`src/core/port_pkg.sv`:
```
// Package: constants and types for the 8-bit port configuration block
package port_pkg;
  localparam int PORT_WIDTH = 8;
  localparam logic [7:0] CFG_RESET = 8'h00;
  localparam logic [7:0] DATA_RESET = 8'hFF;
  localparam int REG_ADDR_WIDTH = 2;
  localparam logic [1:0] ADDR_DATA = 2'h0;
  localparam logic [1:0] ADDR_CFG_LOW = 2'h1;
  localparam logic [1:0] ADDR_CFG_MID = 2'h2;
  localparam logic [1:0] ADDR_CFG_HIGH = 2'h3;
  localparam int SYNC_STAGES = 2;
  // Pin codes written high, mid, low
  typedef enum logic [2:0] {
    CODE_BID_WPU = 3'b000,
    CODE_BID_OD = 3'b100,
    CODE_OUT_PP = 3'b010,
    CODE_OUT_OD = 3'b110,
    CODE_IN_CMOS = 3'b001,
    CODE_IN_TTL = 3'b101,
    CODE_AF_PP = 3'b011,
    CODE_AF_OD = 3'b111
  } pin_code_e;
  typedef enum logic [1:0] {
    CLASS_BID = 2'b00,
    CLASS_OUT = 2'b01,
    CLASS_IN = 2'b10,
    CLASS_AF = 2'b11
  } pin_class_e;
endpackage

```
`src/core/af_combine.sv`:
```
// Combines peripheral outputs that share each pin
`timescale 1ns/100ps
module af_combine #(
  parameter int WIDTH = 8,
  parameter int SOURCES = 2
) (
  // Peripheral outputs, one slice per source
  input wire logic [SOURCES*WIDTH-1:0] periph_out,
  input wire logic [SOURCES*WIDTH-1:0] periph_out_en,
  // Combined value per pin
  output logic [WIDTH-1:0] combined
);
  // Elaboration check: with no source there is nothing to combine
  if (SOURCES < 1) begin : g_source_check
    $error("af_combine needs at least one source");
  end
  // Disabled sources read as 1 so they never pull the AND low
  always_comb begin
    combined = '1;
    for (int s = 0; s < SOURCES; s++) begin
      combined = combined & (periph_out[s*WIDTH +: WIDTH] | ~periph_out_en[s*WIDTH +: WIDTH]);
    end
  end
endmodule

```
`src/core/pin_sync.sv`:
```
// Two-flop synchroniser for the pin inputs
`timescale 1ns/100ps
module pin_sync #(
  parameter int WIDTH = 8
) (
  // Clock and reset
  input wire logic sys_clk,
  input wire logic rst_n,
  // Data
  input wire logic [WIDTH-1:0] async_in,
  output logic [WIDTH-1:0] sync_out
);
  logic [WIDTH-1:0] stage1;
  always_ff @(posedge sys_clk or negedge rst_n) begin
    if (!rst_n) begin
      stage1 <= '0;
      sync_out <= '0;
    end else begin
      stage1 <= async_in;
      sync_out <= stage1;
    end
  end
endmodule

```
`src/core/port_pin_config_af_mux.sv`:
```
// Port pin configuration, latches and alternate-function multiplexing
// What this block does
// - Pin n takes its three-bit code from bit n of each config register.
// - Codes 000,100 bidir; 010,110 output; 001,101 input CMOS/TTL.
// - 011 alternate push-pull, 111 alternate open-drain or analog on converter pins.
// - Output mode drives pin; instruction end copies master into input and slave latches.
// - Bidir samples pin at instruction start, master to slave at instruction end.
// - Bidir driver is open-drain or weak pull-up; pull-up absent where disabled.
// - Reading a bidirectional pin returns the pin level, not the latch.
// - Alternate output bypasses the slave latch; peripheral value drives the pad directly.
// - Alternate output mode still samples the pin at instruction start.
// - Unconnected alternate output: push-pull drives high, open-drain floats.
// - Pin input feeds all peripheral inputs when the pin is not driven; port reads still work.
// - Converter pin with code 111 forces alternate output 1, passes analog.
// - Several peripheral outputs on one pin are ANDed.
// - Driven output value always appears on the peripheral input.
// - In wait-for-interrupt pins keep state and configuration.
// - In halt pins keep state; nothing here reacts to halt.
// - Reset gives bidirectional weak pull-up and data register all ones.
// - Input mode tristates driver, samples at start, master to slave at end.
// - Data write loads master latch; data read returns input latch.
`timescale 1ns/100ps
module port_pin_config_af_mux #(
  parameter int WIDTH = 8,
  parameter int AF_SOURCES = 2,
  parameter logic [7:0] PULLUP_PRESENT = 8'hFF,
  parameter logic [7:0] ANALOG_PINS = 8'h00
) (
  // Clock and reset
  input wire logic sys_clk,
  input wire logic rst_n,
  // Register-file bus
  input wire logic [port_pkg::REG_ADDR_WIDTH-1:0] reg_addr,
  input wire logic reg_wr,
  input wire logic reg_rd,
  input wire logic [7:0] reg_wdata,
  output logic [7:0] reg_rdata,
  // Instruction strobes from the core
  input wire logic instr_start,
  input wire logic instr_end,
  // Pin
  input wire logic [7:0] pin_in,
  output logic [7:0] pin_out,
  output logic [7:0] pin_oe,
  output logic [7:0] pin_pullup_en,
  output logic [7:0] pin_ttl_sel,
  output logic [7:0] analog_sel,
  // Peripherals
  input wire logic [AF_SOURCES*8-1:0] periph_out,
  input wire logic [AF_SOURCES*8-1:0] periph_out_en,
  output logic [7:0] periph_in
);
  import port_pkg::*;

  // Elaboration checks: the latch and pad logic is laid out for one 8-bit port
  if (WIDTH != PORT_WIDTH) begin : g_width_check
    $error("port width must be 8");
  end
  if (AF_SOURCES < 1) begin : g_source_check
    $error("need at least one peripheral source");
  end

  logic [7:0] port_config_high;
  logic [7:0] port_config_mid;
  logic [7:0] port_config_low;
  logic [7:0] port_output_data;
  logic [7:0] input_latch;
  logic [7:0] slave_latch;
  logic [7:0] next_config_high;
  logic [7:0] next_config_mid;
  logic [7:0] next_config_low;
  logic [7:0] next_output_data;
  logic [7:0] next_input_latch;
  logic [7:0] next_slave_latch;
  logic [7:0] next_rdata;
  logic [7:0] next_pin_out;
  logic [7:0] next_pin_oe;
  logic [7:0] next_pullup;
  logic [7:0] next_ttl;
  logic [7:0] next_analog;
  logic [7:0] next_periph_in;
  logic [7:0] pin_sampled;
  logic [7:0] af_value;

  pin_sync #(
    .WIDTH(8)
  ) u_sync (
    .sys_clk(sys_clk),
    .rst_n(rst_n),
    .async_in(pin_in),
    .sync_out(pin_sampled)
  );

  af_combine #(
    .WIDTH(8),
    .SOURCES(AF_SOURCES)
  ) u_af (
    .periph_out(periph_out),
    .periph_out_en(periph_out_en),
    .combined(af_value)
  );

  // Code of pin n from bit n of each register
  function automatic pin_code_e pin_code(input logic [7:0] hi, input logic [7:0] mid, input logic [7:0] lo,
                                         input int n);
    pin_code = pin_code_e'({hi[n], mid[n], lo[n]});
  endfunction

  function automatic pin_class_e pin_class(input pin_code_e code);
    case (code)
      CODE_BID_WPU, CODE_BID_OD: pin_class = CLASS_BID;
      CODE_OUT_PP, CODE_OUT_OD: pin_class = CLASS_OUT;
      CODE_IN_CMOS, CODE_IN_TTL: pin_class = CLASS_IN;
      default: pin_class = CLASS_AF;
    endcase
  endfunction

  // Register file: writes and reads
  always_comb begin
    next_config_high = port_config_high;
    next_config_mid = port_config_mid;
    next_config_low = port_config_low;
    next_output_data = port_output_data;
    next_rdata = reg_rdata;
    if (reg_wr) begin
      case (reg_addr)
        ADDR_DATA: next_output_data = reg_wdata;
        ADDR_CFG_LOW: next_config_low = reg_wdata;
        ADDR_CFG_MID: next_config_mid = reg_wdata;
        ADDR_CFG_HIGH: next_config_high = reg_wdata;
        default: next_output_data = port_output_data;
      endcase
    end
    if (reg_rd) begin
      case (reg_addr)
        ADDR_DATA: next_rdata = input_latch;
        ADDR_CFG_LOW: next_rdata = port_config_low;
        ADDR_CFG_MID: next_rdata = port_config_mid;
        ADDR_CFG_HIGH: next_rdata = port_config_high;
        default: next_rdata = 8'h00;
      endcase
    end
  end

  always_ff @(posedge sys_clk or negedge rst_n) begin
    if (!rst_n) begin
      port_config_high <= CFG_RESET;
      port_config_mid <= CFG_RESET;
      port_config_low <= CFG_RESET;
      port_output_data <= DATA_RESET;
      reg_rdata <= 8'h00;
    end else begin
      port_config_high <= next_config_high;
      port_config_mid <= next_config_mid;
      port_config_low <= next_config_low;
      port_output_data <= next_output_data;
      reg_rdata <= next_rdata;
    end
  end

  // Latches and pin drive; no low-power input, so wait and halt leave all as is
  always_comb begin
    pin_code_e code;
    pin_class_e cls;
    logic od;
    code = CODE_BID_WPU;
    cls = CLASS_BID;
    od = 1'b0;
    next_input_latch = input_latch;
    next_slave_latch = slave_latch;
    next_pin_out = 8'h00;
    next_pin_oe = 8'h00;
    next_pullup = 8'h00;
    next_ttl = 8'h00;
    next_analog = 8'h00;
    next_periph_in = 8'h00;
    for (int n = 0; n < 8; n++) begin
      code = pin_code(port_config_high, port_config_mid, port_config_low, n);
      cls = pin_class(code);
      od = code[2];
      next_ttl[n] = (code != CODE_IN_CMOS);
      // Sampling at start, master-to-slave at end
      if (instr_start && cls != CLASS_OUT) begin
        next_input_latch[n] = pin_sampled[n];
      end
      if (instr_end && cls != CLASS_AF) begin
        next_slave_latch[n] = port_output_data[n];
        if (cls == CLASS_OUT) begin
          next_input_latch[n] = port_output_data[n];
        end
      end
      case (cls)
        CLASS_OUT: begin
          next_pin_out[n] = slave_latch[n];
          next_pin_oe[n] = od ? ~slave_latch[n] : 1'b1;
        end
        CLASS_BID: begin
          // Open-drain sink; a one is held only by the weak pull-up
          next_pin_out[n] = 1'b0;
          next_pin_oe[n] = ~slave_latch[n];
          next_pullup[n] = ~od & PULLUP_PRESENT[n] & slave_latch[n];
        end
        CLASS_AF: begin
          if (ANALOG_PINS[n] && code == CODE_AF_OD) begin
            next_analog[n] = 1'b1;
          end else begin
            // Peripheral value goes straight to the pad
            next_pin_out[n] = od ? 1'b0 : af_value[n];
            next_pin_oe[n] = od ? ~af_value[n] : 1'b1;
          end
        end
        default: next_pin_oe[n] = 1'b0;
      endcase
      // Peripheral sees the driven level when driving, else the pin
      next_periph_in[n] = next_pin_oe[n] ? next_pin_out[n] : pin_sampled[n];
    end
  end

  always_ff @(posedge sys_clk or negedge rst_n) begin
    if (!rst_n) begin
      input_latch <= DATA_RESET;
      slave_latch <= DATA_RESET;
      pin_out <= 8'h00;
      pin_oe <= 8'h00;
      // Pull-ups hold the pads high while reset is held, not only after it
      pin_pullup_en <= PULLUP_PRESENT;
      pin_ttl_sel <= 8'h00;
      analog_sel <= 8'h00;
      periph_in <= 8'h00;
    end else begin
      input_latch <= next_input_latch;
      slave_latch <= next_slave_latch;
      pin_out <= next_pin_out;
      pin_oe <= next_pin_oe;
      pin_pullup_en <= next_pullup;
      pin_ttl_sel <= next_ttl;
      analog_sel <= next_analog;
      periph_in <= next_periph_in;
    end
  end
endmodule

```
`config.mk`:
```
export PLATFORM = sky130hd
export DESIGN_NAME = port_pin_config_af_mux
export DESIGN_NICKNAME = d
export VERILOG_FILES = /design/src/core/port_pkg.sv /design/src/core/af_combine.sv /design/src/core/pin_sync.sv /design/src/core/port_pin_config_af_mux.sv
export SDC_FILE = /design/constraint.sdc
export NUM_CORES = 1
export LEC_CHECK = 0
export BUFFER_PORTS_ARGS = -buffer_cell sky130_fd_sc_hd__buf_2
export CAP_MARGIN = 20
export CORE_MARGIN = 3
export CORE_UTILIZATION = 44
export DETAILED_ROUTE_END_ITERATION = 10
export GPL_TIMING_DRIVEN = 0
export PLACE_DENSITY = 0.7
export SKIP_CTS_REPAIR_TIMING = 1
export SLEW_MARGIN = 20
export SYNTH_ARGS = -nofsm -noshare
export SYNTH_HDL_FRONTEND = slang
export SYNTH_SLANG_ARGS = --single-unit
```
`constraint.sdc`:
```
create_clock -name sys_clk -period 1.1 [get_ports sys_clk]
set_input_delay 0.165 -clock sys_clk [delete_from_list [all_inputs] [get_ports sys_clk]]
set_output_delay 0.165 -clock sys_clk [all_outputs]
set_load 0.03 [all_outputs]
```
==> Yosys cells after proc, flatten, opt, wreduce, memory -nomap -nowiden <==
Cells that the tools add are included.
{ "word_totals": {"word_cells": 291, "regBits": 112, "out_inout_bits": 56, "input_bits": 56} }
{ "classes": {"n_mux": 89, "n_bitwise": 37, "eq_ne": 83, "n_reduce_logical": 61} }
{ "op_table": {"columns": ["cell", "count"], "rows": [
  ["$eq A3 B3 Y1 const B", 24],
  ["$mux W1", 64],
  ["$pmux W2 S3", 8],
  ["$reduce_or A2 Y1", 24],
  ["$pmux W8 S4", 1],
  ["$eq A3 B1 Y1 const B", 8],
  ["$eq A3 B2 Y1 const B", 8],
  ["$logic_not A3 Y1", 8],
  ["$ne A3 B1 Y1 const B", 8],
  ["$not A1 Y1", 24],
  ["$pmux W1 S3", 8],
  ["$eq A2 B2 Y1 const B", 10],
  ["$eq A2 B1 Y1 const B", 9],
  ["$logic_not A2 Y1", 9],
  ["$logic_and A1 B1 Y1", 16],
  ["$ne A2 B1 Y1 const B", 8],
  ["$ne A2 B2 Y1 const B", 8],
  ["$not A8 Y8", 2],
  ["$or A8 B8 Y8", 2],
  ["$pmux W1 S2", 8],
  ["$and A1 B1 Y1", 8],
  ["$and A8 B8 Y8", 1],
  ["$reduce_and A2 Y1", 4]
]} }

==> Longest topological paths before layout <==
{ "logic_depth": {"depth_word": 8, "ltp_mapped": 5, "ltp_nobuf": 3} }

==> Modules after synthesis <==
A second synthesis with hierarchy kept.
{ "hier_totals": {"cells_unflattened": 422, "area_unflattened_um2": 4877.2} }
{ "modules_own_cells": {"columns": ["mod", "n_inst", "area_each_um2", "seq_area_each_um2", "cells_each"], "rows": [
  ["port_pin_config_af_mux", 1, 4316.6, 2442.3, 382],
  ["pin_sync", 1, 400.4, 400.4, 16],
  ["af_combine", 1, 160.2, 0.0, 24]
]} }

==> Worst setup path after synthesis <==
Ideal clock, no wire load.
{ "synth_timing": {"path_kind": "register to register", "startpoint": "register port_config_low[2]", "endpoint": "register input_latch[2]", "period_less_slack_ns": 1.171, "setup_ns": 0.082, "setup_slack_ns": -0.071, "arrival_time_ns": 1.089, "stages_incl_launch_ff": 5, "path_buffers": 1, "required_ns": 1.018, "cell_sequence": "dfrtp_1 -> buf_2 -> and2b_1 -> mux2i_1 -> a211o_1"} }
{ "synth_between": {"elab_chain_cells": 8, "word_cells_on_any_way": 18, "cone_classes": "eq/ne: 8; mux: 4; reduce/logical: 6"} }
{ "synth_lines": {"columns": ["item", "line_no", "rtl"], "rows": [
  ["from (decl)", "port_pin_config_af_mux.sv:65", "logic [7:0] port_config_low;"],
  ["from (signal assigned)", "port_pin_config_af_mux.sv:155", "port_config_low <= next_config_low;"],
  ["$eq A3 B1 Y1 (tied with other cells)", "port_pin_config_af_mux.sv:110", "case (code)"],
  ["$reduce_or A2 Y1", "port_pin_config_af_mux.sv:110", null],
  ["$pmux W2 S3 *", "port_pin_config_af_mux.sv:110", null],
  ["$ne A2 B1 Y1", "port_pin_config_af_mux.sv:183", "if (instr_start && cls != CLASS_OUT) begin"],
  ["$logic_and A1 B1 Y1", "port_pin_config_af_mux.sv:183", null],
  ["$mux W1", "port_pin_config_af_mux.sv:183", null],
  ["$mux W1", "port_pin_config_af_mux.sv:188", "if (cls == CLASS_OUT) begin"],
  ["$mux W1 *", "port_pin_config_af_mux.sv:186", "if (instr_end && cls != CLASS_AF) begin"],
  ["via next_input_latch[2]", "port_pin_config_af_mux.sv:73", "logic [7:0] next_input_latch;"],
  ["to (signal assigned)", "port_pin_config_af_mux.sv:231", "input_latch <= next_input_latch;"],
  ["to (decl)", "port_pin_config_af_mux.sv:67", "logic [7:0] input_latch;"]
]} }
Mark *: on every way through the listed nets, which the timed path passes. The rest lies on a longest branch.
A chain may end at the register's enable or synchronous reset.

==> Worst setup path in the final report <==
{ "layout_timing": {"startpoint": "register port_config_mid[1]", "endpoint": "register input_latch[1]"} }
{ "layout_between": {"elab_chain_cells": 8, "word_cells_on_any_way": 18, "cone_classes": "eq/ne: 8; mux: 4; reduce/logical: 6"} }
{ "layout_lines": {"columns": ["item", "line_no", "rtl"], "rows": [
  ["from (decl)", "port_pin_config_af_mux.sv:64", "logic [7:0] port_config_mid;"],
  ["from (signal assigned)", "port_pin_config_af_mux.sv:154", "port_config_mid <= next_config_mid;"],
  ["$eq A3 B1 Y1 (tied with other cells)", "port_pin_config_af_mux.sv:110", null],
  ["$reduce_or A2 Y1", "port_pin_config_af_mux.sv:110", null],
  ["$pmux W2 S3 *", "port_pin_config_af_mux.sv:110", null],
  ["$ne A2 B1 Y1", "port_pin_config_af_mux.sv:183", null],
  ["$logic_and A1 B1 Y1", "port_pin_config_af_mux.sv:183", null],
  ["$mux W1", "port_pin_config_af_mux.sv:183", null],
  ["$mux W1", "port_pin_config_af_mux.sv:188", null],
  ["$mux W1 *", "port_pin_config_af_mux.sv:186", null],
  ["via next_input_latch[1]", "port_pin_config_af_mux.sv:73", null]
]} }
Marked as above.

==> key figures <==
Run status
  • Outcome: complete, but fails checks
  • Failing checks: setup timing

Clocking
  • Clock Sinks: 112
  • H-tree levels: 3
  • Max clock buf depth: 2
  • Clk_lat worst skew: 0.37 ns
  • CTS Root Buffer Type: clkbuf_8
  • TritonCTS clock tree: yes
  • Clock slew at reported path FFs: 0.10 ns
  • CTS Buf Count: 9

Routing
  • Antenna-violating nets left: 0
  • Detailed-route wire length: 10.77 mm
  • DRC viols: 0
  • First-iteration detailed-routing DRC count: 162
  • Wire per inst: 15.84 µm
  • DRT Pass-1 Iters: 4
  • Routed vias/inst: 5.172
  • DR vias: 3517

Yosys
  • Cell Area, Synth: 4848 µm²
  • Sequential element share of the synthesized area: 0.5863
  • Post-synth EDFFs: 0
  • Main flop type after synthesis: dfrtp_1
  • Synth Instances: 398
  • Avg Synthesized Cell Area: 12.18 µm²
  • Synth Warn #: 0
  • Synth cell types: 34
  • Seq cells post-synth: 112
  • Ys async rst share: 1.000

Run
  • Max cap viols: 0

STA
  • Max Slew Vio Count: 0
  • RSZ-0062 raised after global routing: true
  • Slew HR: 0.5938
  • Worst slew pin tran: 0.6093 ns
  • Max Fclk: 0.8143 GHz
  • Final Hold Vio Count: 0
  • Fin crit period: 1.228 ns
  • Layout Skew: 0.01286 ns
  • Final WS setup: -0.1281 ns
  • Final worst-path cycle share: 1.116
  • Final setup violation count: 16

Finish
  • Final Non-Filler Cells: 680
  • Inserted Diodes: 0
  • Layout area overhead: 30.01%
  • Fill cells: 876
  • Final Cell Area: 6304 µm²
  • Layout cells sized above 1: 0.4596
  • # nets final: 595
  • Footprint of the multi-input gates: 1826 µm²
  • Sequential cell area: 2850 µm²

Worst setup path
  • R2R Path End: input_latch[1]
  • Cells along the critical path: and2b_2, mux2i_1, a211o_1
  • Max incr delay on CP: 0.47 ns
  • CP max FO: 8
  • WP data required: 1.40 ns
  • Worst Setup Start Kind: flop
  • Crit path arrival time: 1.53 ns
  • Reg2reg setup slack: -0.13 ns
  • Critical R2R Launch: port_config_mid[1]
  • R2R cell count: 3
  • Crit path kind: flop to flop
  • Crit. End Element: flop
  • Max stage delay cell, worst path: dfrtp_2

Hold path
  • Worst min-delay path category: input pin to flop
  • Hold_sp: reg_wdata[6]
  • WHS Endpoint: port_output_data[6]
  • Hold depth: 2

Global routing
  • Total grt overflow: 0
  • Largest net degree at the start of global routing: 85
  • Antenna violations before repair: 0
  • Vias in the first global route: 3475
  • Total track usage: 0.1705
  • First-pass GRT wire length: 16.91 mm

Power
  • Power per Cell Area: 1952 nW/µm²
  • Maximum VDD drop: 1.032 mV
  • Pleak: 2.892 nW

Placed design
  • Placed Cells: 642
  • Placed inst area: 5599 µm²
  • Buffers added on ports: 100
  • Placer congestion estimate: 0.7986
  • Detail Placement HPWL: 7.255 mm

Floorplan
  • Core area: 10510 µm²
  • Die area: 12310 µm²
  • Die Ht: 111.0 µm
  • IO Pins: 112
  • # rows: 37
  • Die X-Extent: 111.0 µm
  • Starting Density: 0.4614
## cell usage after synthesis (6+ instances only)
library cell / count / share of area
a221oi_1: 6 / 0.011
a22oi_1: 6 / 0.0093
and2_1: 6 / 0.0077
buf_2: 6 / 0.0062
buf_4: 9 / 0.014
clkbuf_1: 9 / 0.0070
dfrtp_1: 80 / 0.41
dfstp_2: 32 / 0.17
inv_1: 25 / 0.019
mux2_2: 46 / 0.11
mux2i_1: 10 / 0.021
nand2_1: 41 / 0.032
nand2b_1: 18 / 0.023
nand3_1: 6 / 0.0062
nand3b_1: 7 / 0.011
nor2_1: 14 / 0.011
nor2b_1: 15 / 0.019
o211ai_1: 12 / 0.019
o21a_1: 6 / 0.0093
o221a_2: 8 / 0.019
o221ai_1: 14 / 0.025
## report_power, final
part,internal (W),switching (W),total (W)
Combinational,0.00190,0.00200,0.00391
Clock,0.00135,0.00129,0.00263
Sequential,0.00516,0.000605,0.00576
## logic make-up (layout without fill, tap and decap cells)
group | after synthesis | after routing | synth area share
simple gates | 116 | 116 | 0.1275
flops | 112 | 112 | 0.5863
compound gates | 62 | 62 | 0.1068
mux | 58 | 58 | 0.1321
buf+inv | 49 | 188 | 0.04645
other cells | 1 | 8 | 0.0007735
## how the worst max path moves through the flow
stage | from | to | slack [ns] | cells past startpoint
after detailed placement | reg_addr[1] | port_output_data[7] | -0.27 | 3
after CTS | pin_pullup_en[1] | pin_pullup_en[1] | -0.17 | 1
after floorplan | port_config_low[2] | input_latch[2] | -0.02 | 4
after global placement | rst_n | u_sync.stage1[2] | -1.39 | 1
final | port_config_mid[1] | input_latch[1] | -0.13 | 3
after global routing | port_config_low[1] | input_latch[1] | -0.16 | 4
## area by class of cell
class | instances | share of cell area
multi-input cells | 244 | 0.2896
well taps | 136 | 0.02699
clock buffers | 13 | 0.02362
clock inverters | 3 | 0.01032
plain buffers | 24 | 0.02878
flip-flops and latches | 112 | 0.4522
repair buffers | 123 | 0.1536
inverters | 25 | 0.01489
## layer usage
layer,routed length [µm],GRT usage,vias to the layer above
li1,-,-,1661
met1,4639,0.2233,1746
met2,5371,0.2775,95
met3,581,0.03821,15
met4,175,0.06404,0
met5,0,0,-
## state kept, by name (all words and copies together), names as in the netlist
register,cells
pin_ttl_sel,8
pin_out,8
input_latch,8
u_sync.stage1,8
port_config_high,8
pin_oe,8
port_config_low,8
slave_latch,8
reg_rdata,8
pin_pullup_en,8
u_sync.sync_out,8
port_output_data,8
port_config_mid,8
periph_in,8
## stage by stage
stage | total power, W | hold slack [ns] | util | TNS (ns) | worst slack (ns)
2_1_floorplan | 0.008003 | -0.1306 | - | -0.1088 | -0.02351
3_5_place_dp | 0.009041 | 0.05641 | 0.5328 | -8.102 | -0.2724
6_report | 0.01230 | 0.06217 | 0.5998 | -1.001 | -0.1281
3_3_place_gp | 0.008906 | 0.2726 | 0.5296 | -143.45 | -1.390
4_1_cts | 0.01170 | -0.3544 | 0.5532 | -1.962 | -0.1675
5_1_grt | 0.01298 | 0.05971 | 0.5998 | -1.810 | -0.1567
## critical path, delay by kind of cell (launching register included)
kind            cells  cell delay [ns]
compound gates      1             0.32
flops               1             0.47
mux                 1             0.12
simple gates        1             0.25
## cells in the final DEF, fill, tap and decap left out, drive strengths merged, types with 9 or more instances in the layout
cell / Yosys / layout
nor2: 14 / 14
mux2: 48 / 48
o211ai: 12 / 12
dfstp: 32 / 32
nand2: 41 / 41
buf: 15 / 135
o221ai: 14 / 14
dlygate4sd3: 0 / 9
nand2b: 18 / 18
clkbuf: 9 / 16
dfrtp: 80 / 80
mux2i: 10 / 10
nor2b: 15 / 15
inv: 25 / 25
Power figures use the tool's default switching activity.
